==> config.mk <==
export PLATFORM = sky130hd
export DESIGN_NAME = timer16_regs
export DESIGN_NICKNAME = d
export VERILOG_FILES = /design/src/timer16_pkg.sv /design/src/wave_channel.sv /design/src/timer16_regs.sv
export SDC_FILE = /design/constraint.sdc
export NUM_CORES = 1
export LEC_CHECK = 0
export ABC_AREA = 1
export BUFFER_PORTS_ARGS = -buffer_cell sky130_fd_sc_hd__buf_2
export CAP_MARGIN = 20
export CORE_UTILIZATION = 55
export CTS_CLUSTER_SIZE = 20
export DETAILED_ROUTE_END_ITERATION = 10
export PLACE_DENSITY_LB_ADDON = 0.25
export SYNTH_ARGS = -nofsm -noshare
export SYNTH_HDL_FRONTEND = slang
export SYNTH_SLANG_ARGS = --single-unit
==> constraint.sdc <==
create_clock -name clk -period 4.2 [get_ports clk]
set_clock_uncertainty 0.2 [all_clocks]
set_input_delay 0.42 -clock clk [delete_from_list [all_inputs] [get_ports clk]]
set_output_delay 0.42 -clock clk [all_outputs]
set_load 0.01 [all_outputs]
==> src/timer16_pkg.sv <==
/*
 * Shared constants and types for the 16-bit timer register block:
 * I/O offsets, field positions, top values and the small types that
 * travel between the register block and its waveform channels.
 * Assumes an 8-bit I/O data path with a 6-bit I/O address.
 */
package timer16_pkg;

    // ------------------------------------------------------------
    // I/O offsets
    // ------------------------------------------------------------
    localparam logic [5:0] ADDR_FLAGS = 6'h0B;
    localparam logic [5:0] ADDR_ENABLES = 6'h0C;
    localparam logic [5:0] ADDR_FORCE = 6'h22;
    localparam logic [5:0] ADDR_CAPTURE_LO = 6'h24;
    localparam logic [5:0] ADDR_CAPTURE_HI = 6'h25;
    localparam logic [5:0] ADDR_CMPB_LO = 6'h28;
    localparam logic [5:0] ADDR_CMPB_HI = 6'h29;
    localparam logic [5:0] ADDR_CMPA_LO = 6'h2A;
    localparam logic [5:0] ADDR_CMPA_HI = 6'h2B;
    localparam logic [5:0] ADDR_COUNT_LO = 6'h2C;
    localparam logic [5:0] ADDR_COUNT_HI = 6'h2D;
    localparam logic [5:0] ADDR_CTRL_B = 6'h2E;
    localparam logic [5:0] ADDR_CTRL_A = 6'h2F;

    // ------------------------------------------------------------
    // field positions and masks
    // ------------------------------------------------------------
    localparam int BIT_CAPTURE = 5;
    localparam int BIT_CMPB = 2;
    localparam int BIT_CMPA = 1;
    localparam int BIT_OVF = 0;
    localparam logic [7:0] FLAG_MASK = 8'h27;
    localparam int FORCE_A_BIT = 7;
    localparam int FORCE_B_BIT = 6;
    localparam logic [7:0] CTRL_A_MASK = 8'hF3;
    localparam logic [7:0] CTRL_B_MASK = 8'hDF;
    localparam int CTRLA_COMA_LSB = 6;
    localparam int CTRLA_COMB_LSB = 4;
    localparam int CTRLB_NOISE_BIT = 7;
    localparam int CTRLB_EDGE_BIT = 6;
    localparam logic [7:0] RESET_BYTE = 8'h00;
    localparam logic [15:0] RESET_WORD = 16'h0000;
    localparam logic [2:0] CLOCK_STOPPED = 3'h0;

    // ------------------------------------------------------------
    // counter limits and mode codes
    // ------------------------------------------------------------
    localparam logic [15:0] COUNT_BOTTOM = 16'h0000;
    localparam logic [15:0] COUNT_ONE = 16'h0001;
    localparam logic [15:0] COUNT_MAX = 16'hFFFF;
    localparam logic [15:0] TOP_8BIT = 16'h00FF;
    localparam logic [15:0] TOP_9BIT = 16'h01FF;
    localparam logic [15:0] TOP_10BIT = 16'h03FF;
    localparam int NOISE_SAMPLES = 4;

    localparam logic [1:0] COM_OFF = 2'b00;
    localparam logic [1:0] COM_TOGGLE = 2'b01;
    localparam logic [1:0] COM_CLEAR = 2'b10;
    localparam logic [1:0] COM_SET = 2'b11;

    typedef enum logic {COUNT_UP = 1'b0, COUNT_DOWN = 1'b1} count_dir_t;

    typedef enum logic [1:0] {
        WAVE_SINGLE = 2'b00,
        WAVE_FAST = 2'b01,
        WAVE_DUAL = 2'b11
    } wave_kind_t;

    // counter state seen by each waveform channel
    typedef struct packed {
        wave_kind_t kind;
        count_dir_t dir;
        logic modeHigh;
        logic bottomTick;
    } count_state_t;

endpackage

==> src/wave_channel.sv <==
/*
 * One waveform output channel: applies the compare output mode to
 * compare matches and forced strobes.
 * Assumes match and force are one-cycle pulses from the register block.
 */
`timescale 1ns/100ps
`default_nettype none

module wave_channel #(
    parameter bit IS_CHANNEL_A = 1'b1
) (
    input wire logic clk,
    input wire logic resetn,
    input wire timer16_pkg::count_state_t countState,
    input wire logic [1:0] outMode,
    input wire logic match,
    input wire logic forceHit,
    output var logic waveOut
);

    // ------------------------------------------------------------
    // output flip-flop
    // ------------------------------------------------------------
    // force uses whatever mode is set now, exactly like a real match
    always_ff @(posedge clk) begin
        if (!resetn) begin
            waveOut <= 1'b0;
        end else if (match || forceHit) begin
            unique case (countState.kind)
                timer16_pkg::WAVE_SINGLE: begin
                    if (outMode == timer16_pkg::COM_TOGGLE) waveOut <= ~waveOut;
                    else if (outMode == timer16_pkg::COM_CLEAR) waveOut <= 1'b0;
                    else if (outMode == timer16_pkg::COM_SET) waveOut <= 1'b1;
                end
                timer16_pkg::WAVE_FAST: begin
                    // toggle only exists for channel a with mode bit 3 set: capture or compare-a top
                    if (outMode == timer16_pkg::COM_TOGGLE) begin
                        if (IS_CHANNEL_A && countState.modeHigh) waveOut <= ~waveOut;
                    end else if (outMode == timer16_pkg::COM_CLEAR) waveOut <= 1'b0;
                    else if (outMode == timer16_pkg::COM_SET) waveOut <= 1'b1;
                end
                timer16_pkg::WAVE_DUAL: begin
                    if (outMode == timer16_pkg::COM_TOGGLE) begin
                        if (IS_CHANNEL_A && countState.modeHigh) waveOut <= ~waveOut;
                    end else if (outMode == timer16_pkg::COM_CLEAR) begin
                        waveOut <= (countState.dir == timer16_pkg::COUNT_DOWN);
                    end else if (outMode == timer16_pkg::COM_SET) begin
                        waveOut <= (countState.dir == timer16_pkg::COUNT_UP);
                    end
                end
                default: waveOut <= waveOut;
            endcase
        end else if (countState.kind == timer16_pkg::WAVE_FAST && countState.bottomTick) begin
            // fast pwm restores the level at bottom
            if (outMode == timer16_pkg::COM_CLEAR) waveOut <= 1'b1;
            else if (outMode == timer16_pkg::COM_SET) waveOut <= 1'b0;
        end
    end

endmodule // wave_channel

`default_nettype wire

==> src/timer16_regs.sv <==
/*
 * Register side of the 16-bit timer: counter, compare, capture,
 * shared high-byte latch, flags, enables and force strobes.
 * Assumes a synchronous 8-bit I/O port from the core, one access per
 * cycle, and synchronous pin inputs.
 */
// How it works
// - force strobes act only in non-pwm modes
// - force makes immediate match on waveform output
// - force raises no interrupt, never clears counter
// - force strobe bits always read zero
// - reserved bits read as zero
// - counter accessed atomically through shared latch
// - compare and capture share that latch
// - counter write blocks next compare match
// - compare registers compared continuously with counter
// - capture event loads counter into capture
// - capture register can serve as top
// - interrupt requested when enable, global, flag set
// - flag register layout at offset 0x0b
// - capture flag on event, or at capture top
// - compare flag set cycle after equality
// - force strobe never sets compare flag
// - overflow flag point follows waveform mode
// - flags clear on vector or write one
// - enables, flags, capture reset to zero
// - capture pin disconnected while capture is top
// - edge select: zero falling, one rising
`timescale 1ns/100ps
`default_nettype none

module timer16_regs #(
    parameter int NOISE_LEN = timer16_pkg::NOISE_SAMPLES
) (
    input wire logic clk,
    input wire logic resetn,
    input wire logic [5:0] ioAddr,
    input wire logic [7:0] ioWrData,
    input wire logic ioWrite,
    input wire logic ioRead,
    output var logic [7:0] ioRdData,
    input wire logic capturePin,
    input wire logic comparatorOut,
    input wire logic captureFromComparator,
    input wire logic globalIrqEnable,
    input wire logic [3:0] vectorAck,
    output var logic [3:0] irqRequest,
    output var logic waveOutA,
    output var logic waveOutB
);

    // ------------------------------------------------------------
    // storage
    // ------------------------------------------------------------
    logic [15:0] counter;
    logic [15:0] capture;
    logic [15:0] compare [2];
    logic [7:0] temp;
    logic [7:0] flags;
    logic [7:0] enables;
    logic [7:0] ctrlA;
    logic [7:0] ctrlB;
    timer16_pkg::count_dir_t dir;
    logic blockMatch;
    logic [1:0] matchPulse;
    logic [1:0] forceNow;
    logic overflowTick;
    logic topTick;
    logic bottomTick;
    logic [NOISE_LEN-1:0] samples;
    logic captureLevel;
    logic capturePrev;

    // ------------------------------------------------------------
    // mode decode
    // ------------------------------------------------------------
    logic [3:0] waveMode;
    logic [15:0] top;
    timer16_pkg::wave_kind_t kind;
    logic captureIsTop;
    logic singleSlopeWrap;
    logic countRun;
    logic [7:0] next_flags;
    logic [7:0] flagSet;
    logic [7:0] flagClear;
    logic [1:0] matchNow;
    logic captureEdge;
    logic captureSource;
    logic samplesEqual;

    assign waveMode = {ctrlB[4:3], ctrlA[1:0]};
    assign countRun = (ctrlB[2:0] != timer16_pkg::CLOCK_STOPPED);

    // top value, slope kind and capture-as-top per mode
    always_comb begin
        top = timer16_pkg::COUNT_MAX;
        kind = timer16_pkg::WAVE_SINGLE;
        captureIsTop = 1'b0;
        unique case (waveMode)
            4'h1, 4'h2, 4'h3: kind = timer16_pkg::WAVE_DUAL;
            4'h5, 4'h6, 4'h7: kind = timer16_pkg::WAVE_FAST;
            4'h8, 4'hA: begin
                kind = timer16_pkg::WAVE_DUAL;
                captureIsTop = 1'b1;
            end
            4'h9, 4'hB: kind = timer16_pkg::WAVE_DUAL;
            4'hC: captureIsTop = 1'b1;
            4'hE: begin
                kind = timer16_pkg::WAVE_FAST;
                captureIsTop = 1'b1;
            end
            4'hF: kind = timer16_pkg::WAVE_FAST;
            default: kind = timer16_pkg::WAVE_SINGLE;
        endcase
        unique case (waveMode)
            4'h1, 4'h5: top = timer16_pkg::TOP_8BIT;
            4'h2, 4'h6: top = timer16_pkg::TOP_9BIT;
            4'h3, 4'h7: top = timer16_pkg::TOP_10BIT;
            4'h4, 4'h9, 4'hB, 4'hF: top = compare[0];
            4'h8, 4'hA, 4'hC, 4'hE: top = capture;
            default: top = timer16_pkg::COUNT_MAX;
        endcase
    end

    // normal and clear-on-match modes set overflow at max, not top
    assign singleSlopeWrap = (kind == timer16_pkg::WAVE_SINGLE);

    // ------------------------------------------------------------
    // control registers
    // ------------------------------------------------------------
    always_ff @(posedge clk) begin
        if (!resetn) begin
            ctrlA <= timer16_pkg::RESET_BYTE;
            ctrlB <= timer16_pkg::RESET_BYTE;
            enables <= timer16_pkg::RESET_BYTE;
        end else if (ioWrite) begin
            if (ioAddr == timer16_pkg::ADDR_CTRL_A) ctrlA <= ioWrData & timer16_pkg::CTRL_A_MASK;
            if (ioAddr == timer16_pkg::ADDR_CTRL_B) ctrlB <= ioWrData & timer16_pkg::CTRL_B_MASK;
            if (ioAddr == timer16_pkg::ADDR_ENABLES) begin
                enables <= ioWrData & timer16_pkg::FLAG_MASK;
            end
        end
    end

    // force strobes never stored, only pulsed in non-pwm modes
    assign forceNow[0] = ioWrite && ioAddr == timer16_pkg::ADDR_FORCE
        && ioWrData[timer16_pkg::FORCE_A_BIT] && kind == timer16_pkg::WAVE_SINGLE;
    assign forceNow[1] = ioWrite && ioAddr == timer16_pkg::ADDR_FORCE
        && ioWrData[timer16_pkg::FORCE_B_BIT] && kind == timer16_pkg::WAVE_SINGLE;

    // ------------------------------------------------------------
    // shared high-byte latch
    // ------------------------------------------------------------
    // one latch for all wide registers: an interrupt handler touching
    // another wide register between the two bytes corrupts the access
    always_ff @(posedge clk) begin
        if (!resetn) begin
            temp <= timer16_pkg::RESET_BYTE;
        end else if (ioWrite && (ioAddr == timer16_pkg::ADDR_COUNT_HI
                || ioAddr == timer16_pkg::ADDR_CMPA_HI || ioAddr == timer16_pkg::ADDR_CMPB_HI
                || ioAddr == timer16_pkg::ADDR_CAPTURE_HI)) begin
            temp <= ioWrData;
        end else if (ioRead) begin
            unique case (ioAddr)
                timer16_pkg::ADDR_COUNT_LO: temp <= counter[15:8];
                timer16_pkg::ADDR_CMPA_LO: temp <= compare[0][15:8];
                timer16_pkg::ADDR_CMPB_LO: temp <= compare[1][15:8];
                timer16_pkg::ADDR_CAPTURE_LO: temp <= capture[15:8];
                default: temp <= temp;
            endcase
        end
    end

    // ------------------------------------------------------------
    // counter and direction
    // ------------------------------------------------------------
    always_ff @(posedge clk) begin
        if (!resetn) begin
            counter <= timer16_pkg::RESET_WORD;
        end else if (ioWrite && ioAddr == timer16_pkg::ADDR_COUNT_LO) begin
            counter <= {temp, ioWrData};
        end else if (countRun) begin
            // the counter only sees its own top, never a force strobe
            if (kind == timer16_pkg::WAVE_DUAL) begin
                if (dir == timer16_pkg::COUNT_UP && counter != top) counter <= counter + timer16_pkg::COUNT_ONE;
                else if (dir == timer16_pkg::COUNT_DOWN && counter == timer16_pkg::COUNT_BOTTOM) counter <= counter + timer16_pkg::COUNT_ONE;
                else counter <= counter - timer16_pkg::COUNT_ONE;
            end else if (counter == top) begin
                counter <= timer16_pkg::COUNT_BOTTOM;
            end else begin
                counter <= counter + timer16_pkg::COUNT_ONE;
            end
        end
    end

    always_ff @(posedge clk) begin
        if (!resetn) begin
            dir <= timer16_pkg::COUNT_UP;
        end else if (kind != timer16_pkg::WAVE_DUAL) begin
            dir <= timer16_pkg::COUNT_UP;
        end else if (countRun) begin
            if (dir == timer16_pkg::COUNT_UP && counter == top) dir <= timer16_pkg::COUNT_DOWN;
            else if (dir == timer16_pkg::COUNT_DOWN && counter == timer16_pkg::COUNT_BOTTOM) dir <= timer16_pkg::COUNT_UP;
        end
    end

    // ------------------------------------------------------------
    // compare units
    // ------------------------------------------------------------
    // a counter write holds off matches until the next timer tick has passed
    always_ff @(posedge clk) begin
        if (!resetn) begin
            blockMatch <= 1'b0;
        end else if (ioWrite && ioAddr == timer16_pkg::ADDR_COUNT_LO) begin
            blockMatch <= 1'b1;
        end else if (countRun) begin
            blockMatch <= 1'b0;
        end
    end

    for (genvar ch = 0; ch < 2; ch++) begin : gen_compare
        localparam logic [5:0] LO = (ch == 0) ? timer16_pkg::ADDR_CMPA_LO : timer16_pkg::ADDR_CMPB_LO;
        assign matchNow[ch] = countRun && !blockMatch && counter == compare[ch];
        always_ff @(posedge clk) begin
            if (!resetn) begin
                compare[ch] <= timer16_pkg::RESET_WORD;
                matchPulse[ch] <= 1'b0;
            end else begin
                if (ioWrite && ioAddr == LO) compare[ch] <= {temp, ioWrData};
                matchPulse[ch] <= matchNow[ch];
            end
        end
    end

    // ------------------------------------------------------------
    // counter events
    // ------------------------------------------------------------
    always_ff @(posedge clk) begin
        if (!resetn) begin
            overflowTick <= 1'b0;
            topTick <= 1'b0;
            bottomTick <= 1'b0;
        end else begin
            topTick <= countRun && counter == top && dir == timer16_pkg::COUNT_UP;
            bottomTick <= countRun && counter == top && kind == timer16_pkg::WAVE_FAST;
            if (singleSlopeWrap) begin
                overflowTick <= countRun && counter == timer16_pkg::COUNT_MAX;
            end else if (kind == timer16_pkg::WAVE_FAST) begin
                overflowTick <= countRun && counter == top;
            end else begin
                overflowTick <= countRun && dir == timer16_pkg::COUNT_DOWN
                    && counter == timer16_pkg::COUNT_BOTTOM;
            end
        end
    end

    // ------------------------------------------------------------
    // capture input
    // ------------------------------------------------------------
    assign captureSource = captureFromComparator ? comparatorOut : capturePin;
    assign samplesEqual = (&samples) || !(|samples);

    // optional filter: the level moves only after NOISE_LEN equal samples
    always_ff @(posedge clk) begin
        if (!resetn) begin
            samples <= '0;
            captureLevel <= 1'b0;
            capturePrev <= 1'b0;
        end else begin
            samples <= {samples[NOISE_LEN-2:0], captureSource};
            if (!ctrlB[timer16_pkg::CTRLB_NOISE_BIT]) captureLevel <= captureSource;
            else if (samplesEqual) captureLevel <= samples[NOISE_LEN-1];
            capturePrev <= captureLevel;
        end
    end

    assign captureEdge = !captureIsTop && (captureLevel != capturePrev)
        && (captureLevel == ctrlB[timer16_pkg::CTRLB_EDGE_BIT]);

    always_ff @(posedge clk) begin
        if (!resetn) begin
            capture <= timer16_pkg::RESET_WORD;
        end else if (ioWrite && ioAddr == timer16_pkg::ADDR_CAPTURE_LO) begin
            capture <= {temp, ioWrData};
        end else if (captureEdge) begin
            capture <= counter;
        end
    end

    // ------------------------------------------------------------
    // flags and interrupt requests
    // ------------------------------------------------------------
    // a set in the same cycle as a clear wins, so no event is lost
    always_comb begin
        flagSet = timer16_pkg::RESET_BYTE;
        flagClear = timer16_pkg::RESET_BYTE;
        flagSet[timer16_pkg::BIT_OVF] = overflowTick;
        flagSet[timer16_pkg::BIT_CMPA] = matchPulse[0];
        flagSet[timer16_pkg::BIT_CMPB] = matchPulse[1];
        flagSet[timer16_pkg::BIT_CAPTURE] = captureIsTop ? topTick : captureEdge;
        flagClear[timer16_pkg::BIT_OVF] = vectorAck[0];
        flagClear[timer16_pkg::BIT_CMPA] = vectorAck[1];
        flagClear[timer16_pkg::BIT_CMPB] = vectorAck[2];
        flagClear[timer16_pkg::BIT_CAPTURE] = vectorAck[3];
        if (ioWrite && ioAddr == timer16_pkg::ADDR_FLAGS) flagClear = flagClear | ioWrData;
        next_flags = ((flags & ~flagClear) | flagSet) & timer16_pkg::FLAG_MASK;
    end

    always_ff @(posedge clk) begin
        if (!resetn) begin
            flags <= timer16_pkg::RESET_BYTE;
        end else begin
            flags <= next_flags;
        end
    end

    // force strobes feed only the wave channels, so no request comes of them
    always_ff @(posedge clk) begin
        if (!resetn) begin
            irqRequest <= 4'h0;
        end else begin
            irqRequest[0] <= globalIrqEnable && (flags[timer16_pkg::BIT_OVF] & enables[timer16_pkg::BIT_OVF]);
            irqRequest[1] <= globalIrqEnable && (flags[timer16_pkg::BIT_CMPA] & enables[timer16_pkg::BIT_CMPA]);
            irqRequest[2] <= globalIrqEnable && (flags[timer16_pkg::BIT_CMPB] & enables[timer16_pkg::BIT_CMPB]);
            irqRequest[3] <= globalIrqEnable && (flags[timer16_pkg::BIT_CAPTURE] & enables[timer16_pkg::BIT_CAPTURE]);
        end
    end

    // ------------------------------------------------------------
    // read port
    // ------------------------------------------------------------
    always_ff @(posedge clk) begin
        if (!resetn) begin
            ioRdData <= timer16_pkg::RESET_BYTE;
        end else if (ioRead) begin
            unique case (ioAddr)
                timer16_pkg::ADDR_FLAGS: ioRdData <= flags;
                timer16_pkg::ADDR_ENABLES: ioRdData <= enables;
                timer16_pkg::ADDR_FORCE: ioRdData <= timer16_pkg::RESET_BYTE;
                timer16_pkg::ADDR_CTRL_A: ioRdData <= ctrlA;
                timer16_pkg::ADDR_CTRL_B: ioRdData <= ctrlB;
                timer16_pkg::ADDR_COUNT_LO: ioRdData <= counter[7:0];
                timer16_pkg::ADDR_CMPA_LO: ioRdData <= compare[0][7:0];
                timer16_pkg::ADDR_CMPB_LO: ioRdData <= compare[1][7:0];
                timer16_pkg::ADDR_CAPTURE_LO: ioRdData <= capture[7:0];
                timer16_pkg::ADDR_COUNT_HI, timer16_pkg::ADDR_CMPA_HI,
                timer16_pkg::ADDR_CMPB_HI, timer16_pkg::ADDR_CAPTURE_HI: ioRdData <= temp;
                default: ioRdData <= timer16_pkg::RESET_BYTE;
            endcase
        end
    end

    // ------------------------------------------------------------
    // waveform channels
    // ------------------------------------------------------------
    timer16_pkg::count_state_t countState;
    assign countState = '{kind: kind, dir: dir, modeHigh: waveMode[3], bottomTick: bottomTick};

    wave_channel #(.IS_CHANNEL_A(1'b1)) u_wave_a (
        .clk(clk),
        .resetn(resetn),
        .countState(countState),
        .outMode(ctrlA[timer16_pkg::CTRLA_COMA_LSB +: 2]),
        .match(matchPulse[0]),
        .forceHit(forceNow[0]),
        .waveOut(waveOutA)
    );

    wave_channel #(.IS_CHANNEL_A(1'b0)) u_wave_b (
        .clk(clk),
        .resetn(resetn),
        .countState(countState),
        .outMode(ctrlA[timer16_pkg::CTRLA_COMB_LSB +: 2]),
        .match(matchPulse[1]),
        .forceHit(forceNow[1]),
        .waveOut(waveOutB)
    );

endmodule // timer16_regs

`default_nettype wire

# == Word-level counts from Yosys, hierarchy flattened ==
# Memories as Yosys holds them, arrays and structs flattened.
# Cells that the tools add are included.
# totals
regBits,88
ramBits,32
input_bits,26
out_inout_bits,14
word_cells,217
mem_count,1
# memory_table
name,words,word_bits,rd,rd_ports_with_merged_regs,wr,line_no,rtl
compare,2,16,2,0,2,timer16_regs.sv:57,logic [15:0] compare [2];
# classes
n_addsub,2
eq_ne,50
muxes,60
n_bitwise,14
reduce_logical,69
# op_table
cell,n
$mux 16,10
$pmux 16 s5,1
$pmux 8 s9,1
$eq 6x6->1 const B,11
$eq 16x16->1,3
$mux 1,41
$pmux 8 s4,1
$logic_and 1x1->1,30
$eq 4x4->1 const B,7
$add 16x1->16 const B,1
$eq 16x16->1 const B,1
$eq 4x3->1 const B,4
$logic_not 16->1,1
$mux 8,2
$ne 16x16->1,1
$reduce_or 4->1,4
$sub 16x1->16 const B,1
$eq 6x4->1 const B,2
$or 6x6->6,2
$reduce_bool 2->1,6
$eq 2x2->1 const B,5
$reduce_and 2->1,5
$reduce_bool 3->1,3
$eq 4x2->1 const B,2
other kinds (27),50

# == Depth between registers and ports, before layout ==
# depth
depth_word,9
ltp_mapped,20
depth_no_buf,19

# == Cells and area by module ==
# A second synthesis with hierarchy kept.
# unflattened
hier_cells,1198
hier_area_um2,8029.0
# modules_own_cells
module,n_inst,cells_each,area_each_um2,seq_area_each_um2
timer16_regs,1,1109,7543.5,2682.6
wave_channel (u_wave_a),1,48,255.2,20.0
wave_channel (u_wave_b),1,41,230.2,20.0

# == Least setup slack after synthesis ==
# No wires, ideal clock.
# synth_path
kind,input to register
from,in ioAddr[1]
to,mem compare[1][0] (enable)
setup_time_ns,0.411
arrival_ns,2.226
required_time_ns,3.589
setup_slack_ns,1.363
stages,7
path_buffers,0
path_cell_list,nor2_1 inv_1 nor2_1 inv_1 nor2_1 inv_1 o21ai_0
# synth_rtl
element,line_no,rtl
"start, declared",timer16_regs.sv:37,"input wire logic [5:0] ioAddr,"
"end, declared",timer16_regs.sv:57,

# == Worst setup path after layout ==
# layout_path
from,reg counter[2]
to,reg counter[15]
# layout_via
elab_chain_cells,7
word_cells_on_any_way,13
classes_between,add/sub (2); eq/ne (2); mux (6); reduce/logical (3)
# layout_rtl
element,line_no,rtl
"start, declared",timer16_regs.sv:55,logic [15:0] counter;
"start signal, assigned",timer16_regs.sv:179,counter <= timer16_pkg::RESET_WORD;
"start signal, assigned",timer16_regs.sv:181,"counter <= {temp, ioWrData};"
"start signal, assigned",timer16_regs.sv:185,if (dir == timer16_pkg::COUNT_UP && counter != top) counter <= counter + timer16_pkg::COUNT_ONE;
"parallel branches: the longest is 4 deep, another holds $sub 16x1->16",--,
$mux 16 (*),timer16_regs.sv:184,if (kind == timer16_pkg::WAVE_DUAL) begin
$mux 16 (*),timer16_regs.sv:182,end else if (countRun) begin
$mux 16 (*),timer16_regs.sv:180,end else if (ioWrite && ioAddr == timer16_pkg::ADDR_COUNT_LO) begin
# Every way passes the cells marked *. The select of a mux whose other input is x is not followed.
# A chain may end at the register's enable or synchronous reset.

==> results.toml <==
[floorplanning]
fp.dieW_um = 122
initial_utilization = 0.565
dieArea_um2 = 14800
die_y_um = 122
pin_count = 40
placeableCoreArea_um2 = 13900
rows = 43

[flow_run]
maxCapViolations = 0

[routing]
final_antenna_net_count = 0
wirelength_mm = 28.7
met2WireLength_mm = 12.3
first_pass_iters = 7
route.vias.total = 8530
viasPerCell = 6.16
wl_met3_mm = 3.51
highest_layer = "met4"
first_iter_violations = 1565
drcViolationCount = 0
wl_per_cell_um = 20.8
drt-met1-wl_mm = 11.6

[sta]
fmax_mhz = 322
max_slew_margin = 0.384
rsz0062_at_grt = "false"
slew_violations = 0
setup_tns_ns = 0
finalWorstSetupSlack_ns = 1.09
hold_viol = 0
fin_crit_ns = 3.11
worstMarginPinSlew_ns = 0.923
setup_viol = 0
post-route-period-util = 0.740

[final_layout]
area_growth_pct = 11.2
multi_input_area_um2 = 4140
drive_gt1_frac = 0.105
finalNetCount = 1222
antenna_cells = 0
final_common_cell = "nand2_1"
regArea_um2 = 2720
mostFrequentLayoutCells = "nand2_1 (227), inv_1 (176), nor2_1 (113), dfxtp_1 (88), o21ai_0 (83)"
fillCellCount = 1330

[cts]
cts_resized = 0
tritoncts = "yes"
htreeDepth = 4
post-cts-setup-buffer-count = 0
hold_buffers = 0
clk_latency_ns = 0.42
numCtsBuffers = 17
root_buffer = "clkbuf_16"
cts_sinks = 120
clock_path_buffers = 2
clk_pin_slew_ns = 0.06

[worst_setup_path]
worstSetupPathType = "reg2reg"
path_buf_inv = 3
critPathSlowestCell = "dfxtp_1"
endpoint_kind = "flop"
cp_slowest_stage_delay_ns = 0.62
cp_top_family = "simple AND/OR/NAND/NOR gates"
cp_cell_sequence = "clkinv_1, nor3_1, nand2_1, inv_1, nand3_1, nor2_1, nand3_1, inv_1, nand3_1, nor3_1, xor2_1, nand2_1, nand2_1, a21oi_1"
arrival_ns = 3.21
cp.required_ns = 4.30
start_kind = "flop"
worstPathMaxFanout = 8

[outcome]
outcome = "completed"

[grt]
first_global_vias = 7422
grt_pass1_wl_mm = 43.2
grt_usage = 0.396
antenna_found_initial = 0
overflow = 0
grt_max_degree = 38

[yosys]
synth-seq-cells = 120
avgSynthCellArea_um2 = 6.72
synth_edf_count = 32
syn_nets = 1203
synth_cell_types = 46
ys_warn_count = 0
synthFlopType = "dfxtp_1"
synth-seq-area-share = 0.346
async_flop_share = 0
synthCells = 1172
synthesis.area_um2 = 7870

[placed_design]
port-buffer-count = 39
dp_hpwl_mm = 20.8
place.gp.congestion = 1.05
post-place-ws_ns = 1.10

[power_and_ir_drop]
p_leak_nw = 3.82
ir_drop_uv = 282
power_density_nw_per_um2 = 338

[hold_path]
hold_path.class = "in2reg"
[synth_stat cells, types with 2 or more instances]
cell type,count,area share
buf_2,17,0.011
nand4_1,40,0.032
xnor2_1,6,0.0067
clkinv_1,9,0.0043
nand2_1,227,0.11
nor2_2,5,0.0040
xor2_1,24,0.027
inv_2,7,0.0033
inv_1,176,0.084
a31oi_1,8,0.0064
buf_6,6,0.0086
nand3_1,78,0.050
nand2_4,4,0.0057
o221ai_1,9,0.010
o41ai_1,3,0.0033
or2_2,5,0.0040
nand3_2,11,0.014
edfxtp_1,32,0.12
o211ai_1,5,0.0048
a221oi_1,18,0.020
a21oi_2,3,0.0033
o22ai_1,35,0.028
a211oi_1,3,0.0029
o21ai_0,85,0.054
dfxtp_1,88,0.22
a2111oi_0,2,0.0022
clkbuf_1,35,0.017
nor2_1,113,0.054
a21oi_1,66,0.042
ha_1,5,0.0079
nor3_1,25,0.016
nor4_1,5,0.0040
o2111ai_1,4,0.0044
[flip-flops by register name, summed over array words and instances, names as in the netlist, 2 cells and up]
signal	count
compare	32
capture	16
counter	16
ioRdData	8
temp	8
ctrlB	7
ctrlA	6
enables	4
flags	4
irqRequest	4
samples	4
flagSet	2
[tightest hold or removal path, cell delays in order]
cell and delay (ns):
buf_2 0.07, mux2i_1 0.08, nor2_1 0.09
[power breakdown]
group          switching (mW)  total, mW  leakage, nW  internal, mW
registers              0.0281       1.24         1.03          1.21
clock network           0.582       1.52        0.286         0.942
logic                   0.145      0.201         2.51        0.0566
total                   0.755       2.96         3.82          2.21
[path summary, 6_finish.rpt]
kind | start | to | slack (ns) | cells past startpoint
max | counter[2] | counter[15] | 1.09 | 14
min | capturePin | samples[0] | 0.08 | 3
max reg2reg | counter[2] | counter[15] | 1.09 | 14
min reg2reg | samples[2] | samples[3] | 0.24 | 2
[logic make-up after synthesis]
family	synth area share
flops	0.346
fa+ha+maj	0.00795
buf+inv	0.128
mux	0.00127
simple gates	0.296
compound gates	0.187
xor+xnor	0.0334
[metal layers]
| metal | track usage | vias to the layer above |
|---|---|---|
| li1 | - | 3970 |
| met1 | 0.552 | 3894 |
| met2 | 0.587 | 563 |
| met3 | 0.0819 | 103 |
| met4 | 0.174 | 0 |
| met5 | 0 | - |
[area by class of cell]
cell class	count	area share
inverter	192	0.0823
clock buffer	20	0.0499
sequential	120	0.311
tap	180	0.0257
clock inverter	12	0.0190
timing repair buffer	59	0.0394
multi-input combinational	801	0.473
[through the flow]
stage	total power, mW	cell area [um2]	instances	util	hold WS (ns)
finish	2.96	8760	1384	0.629	0.0799
CTS	2.96	8760	1384	0.629	0.0792
floorplan	1.37	7870	1172	-	0.213
global route	3.03	8760	1384	0.629	0.0863
detailed placement	1.45	8160	1352	0.585	0.235
global placement	1.45	8160	1352	0.585	0.231
Power figures use the tool's default switching activity.
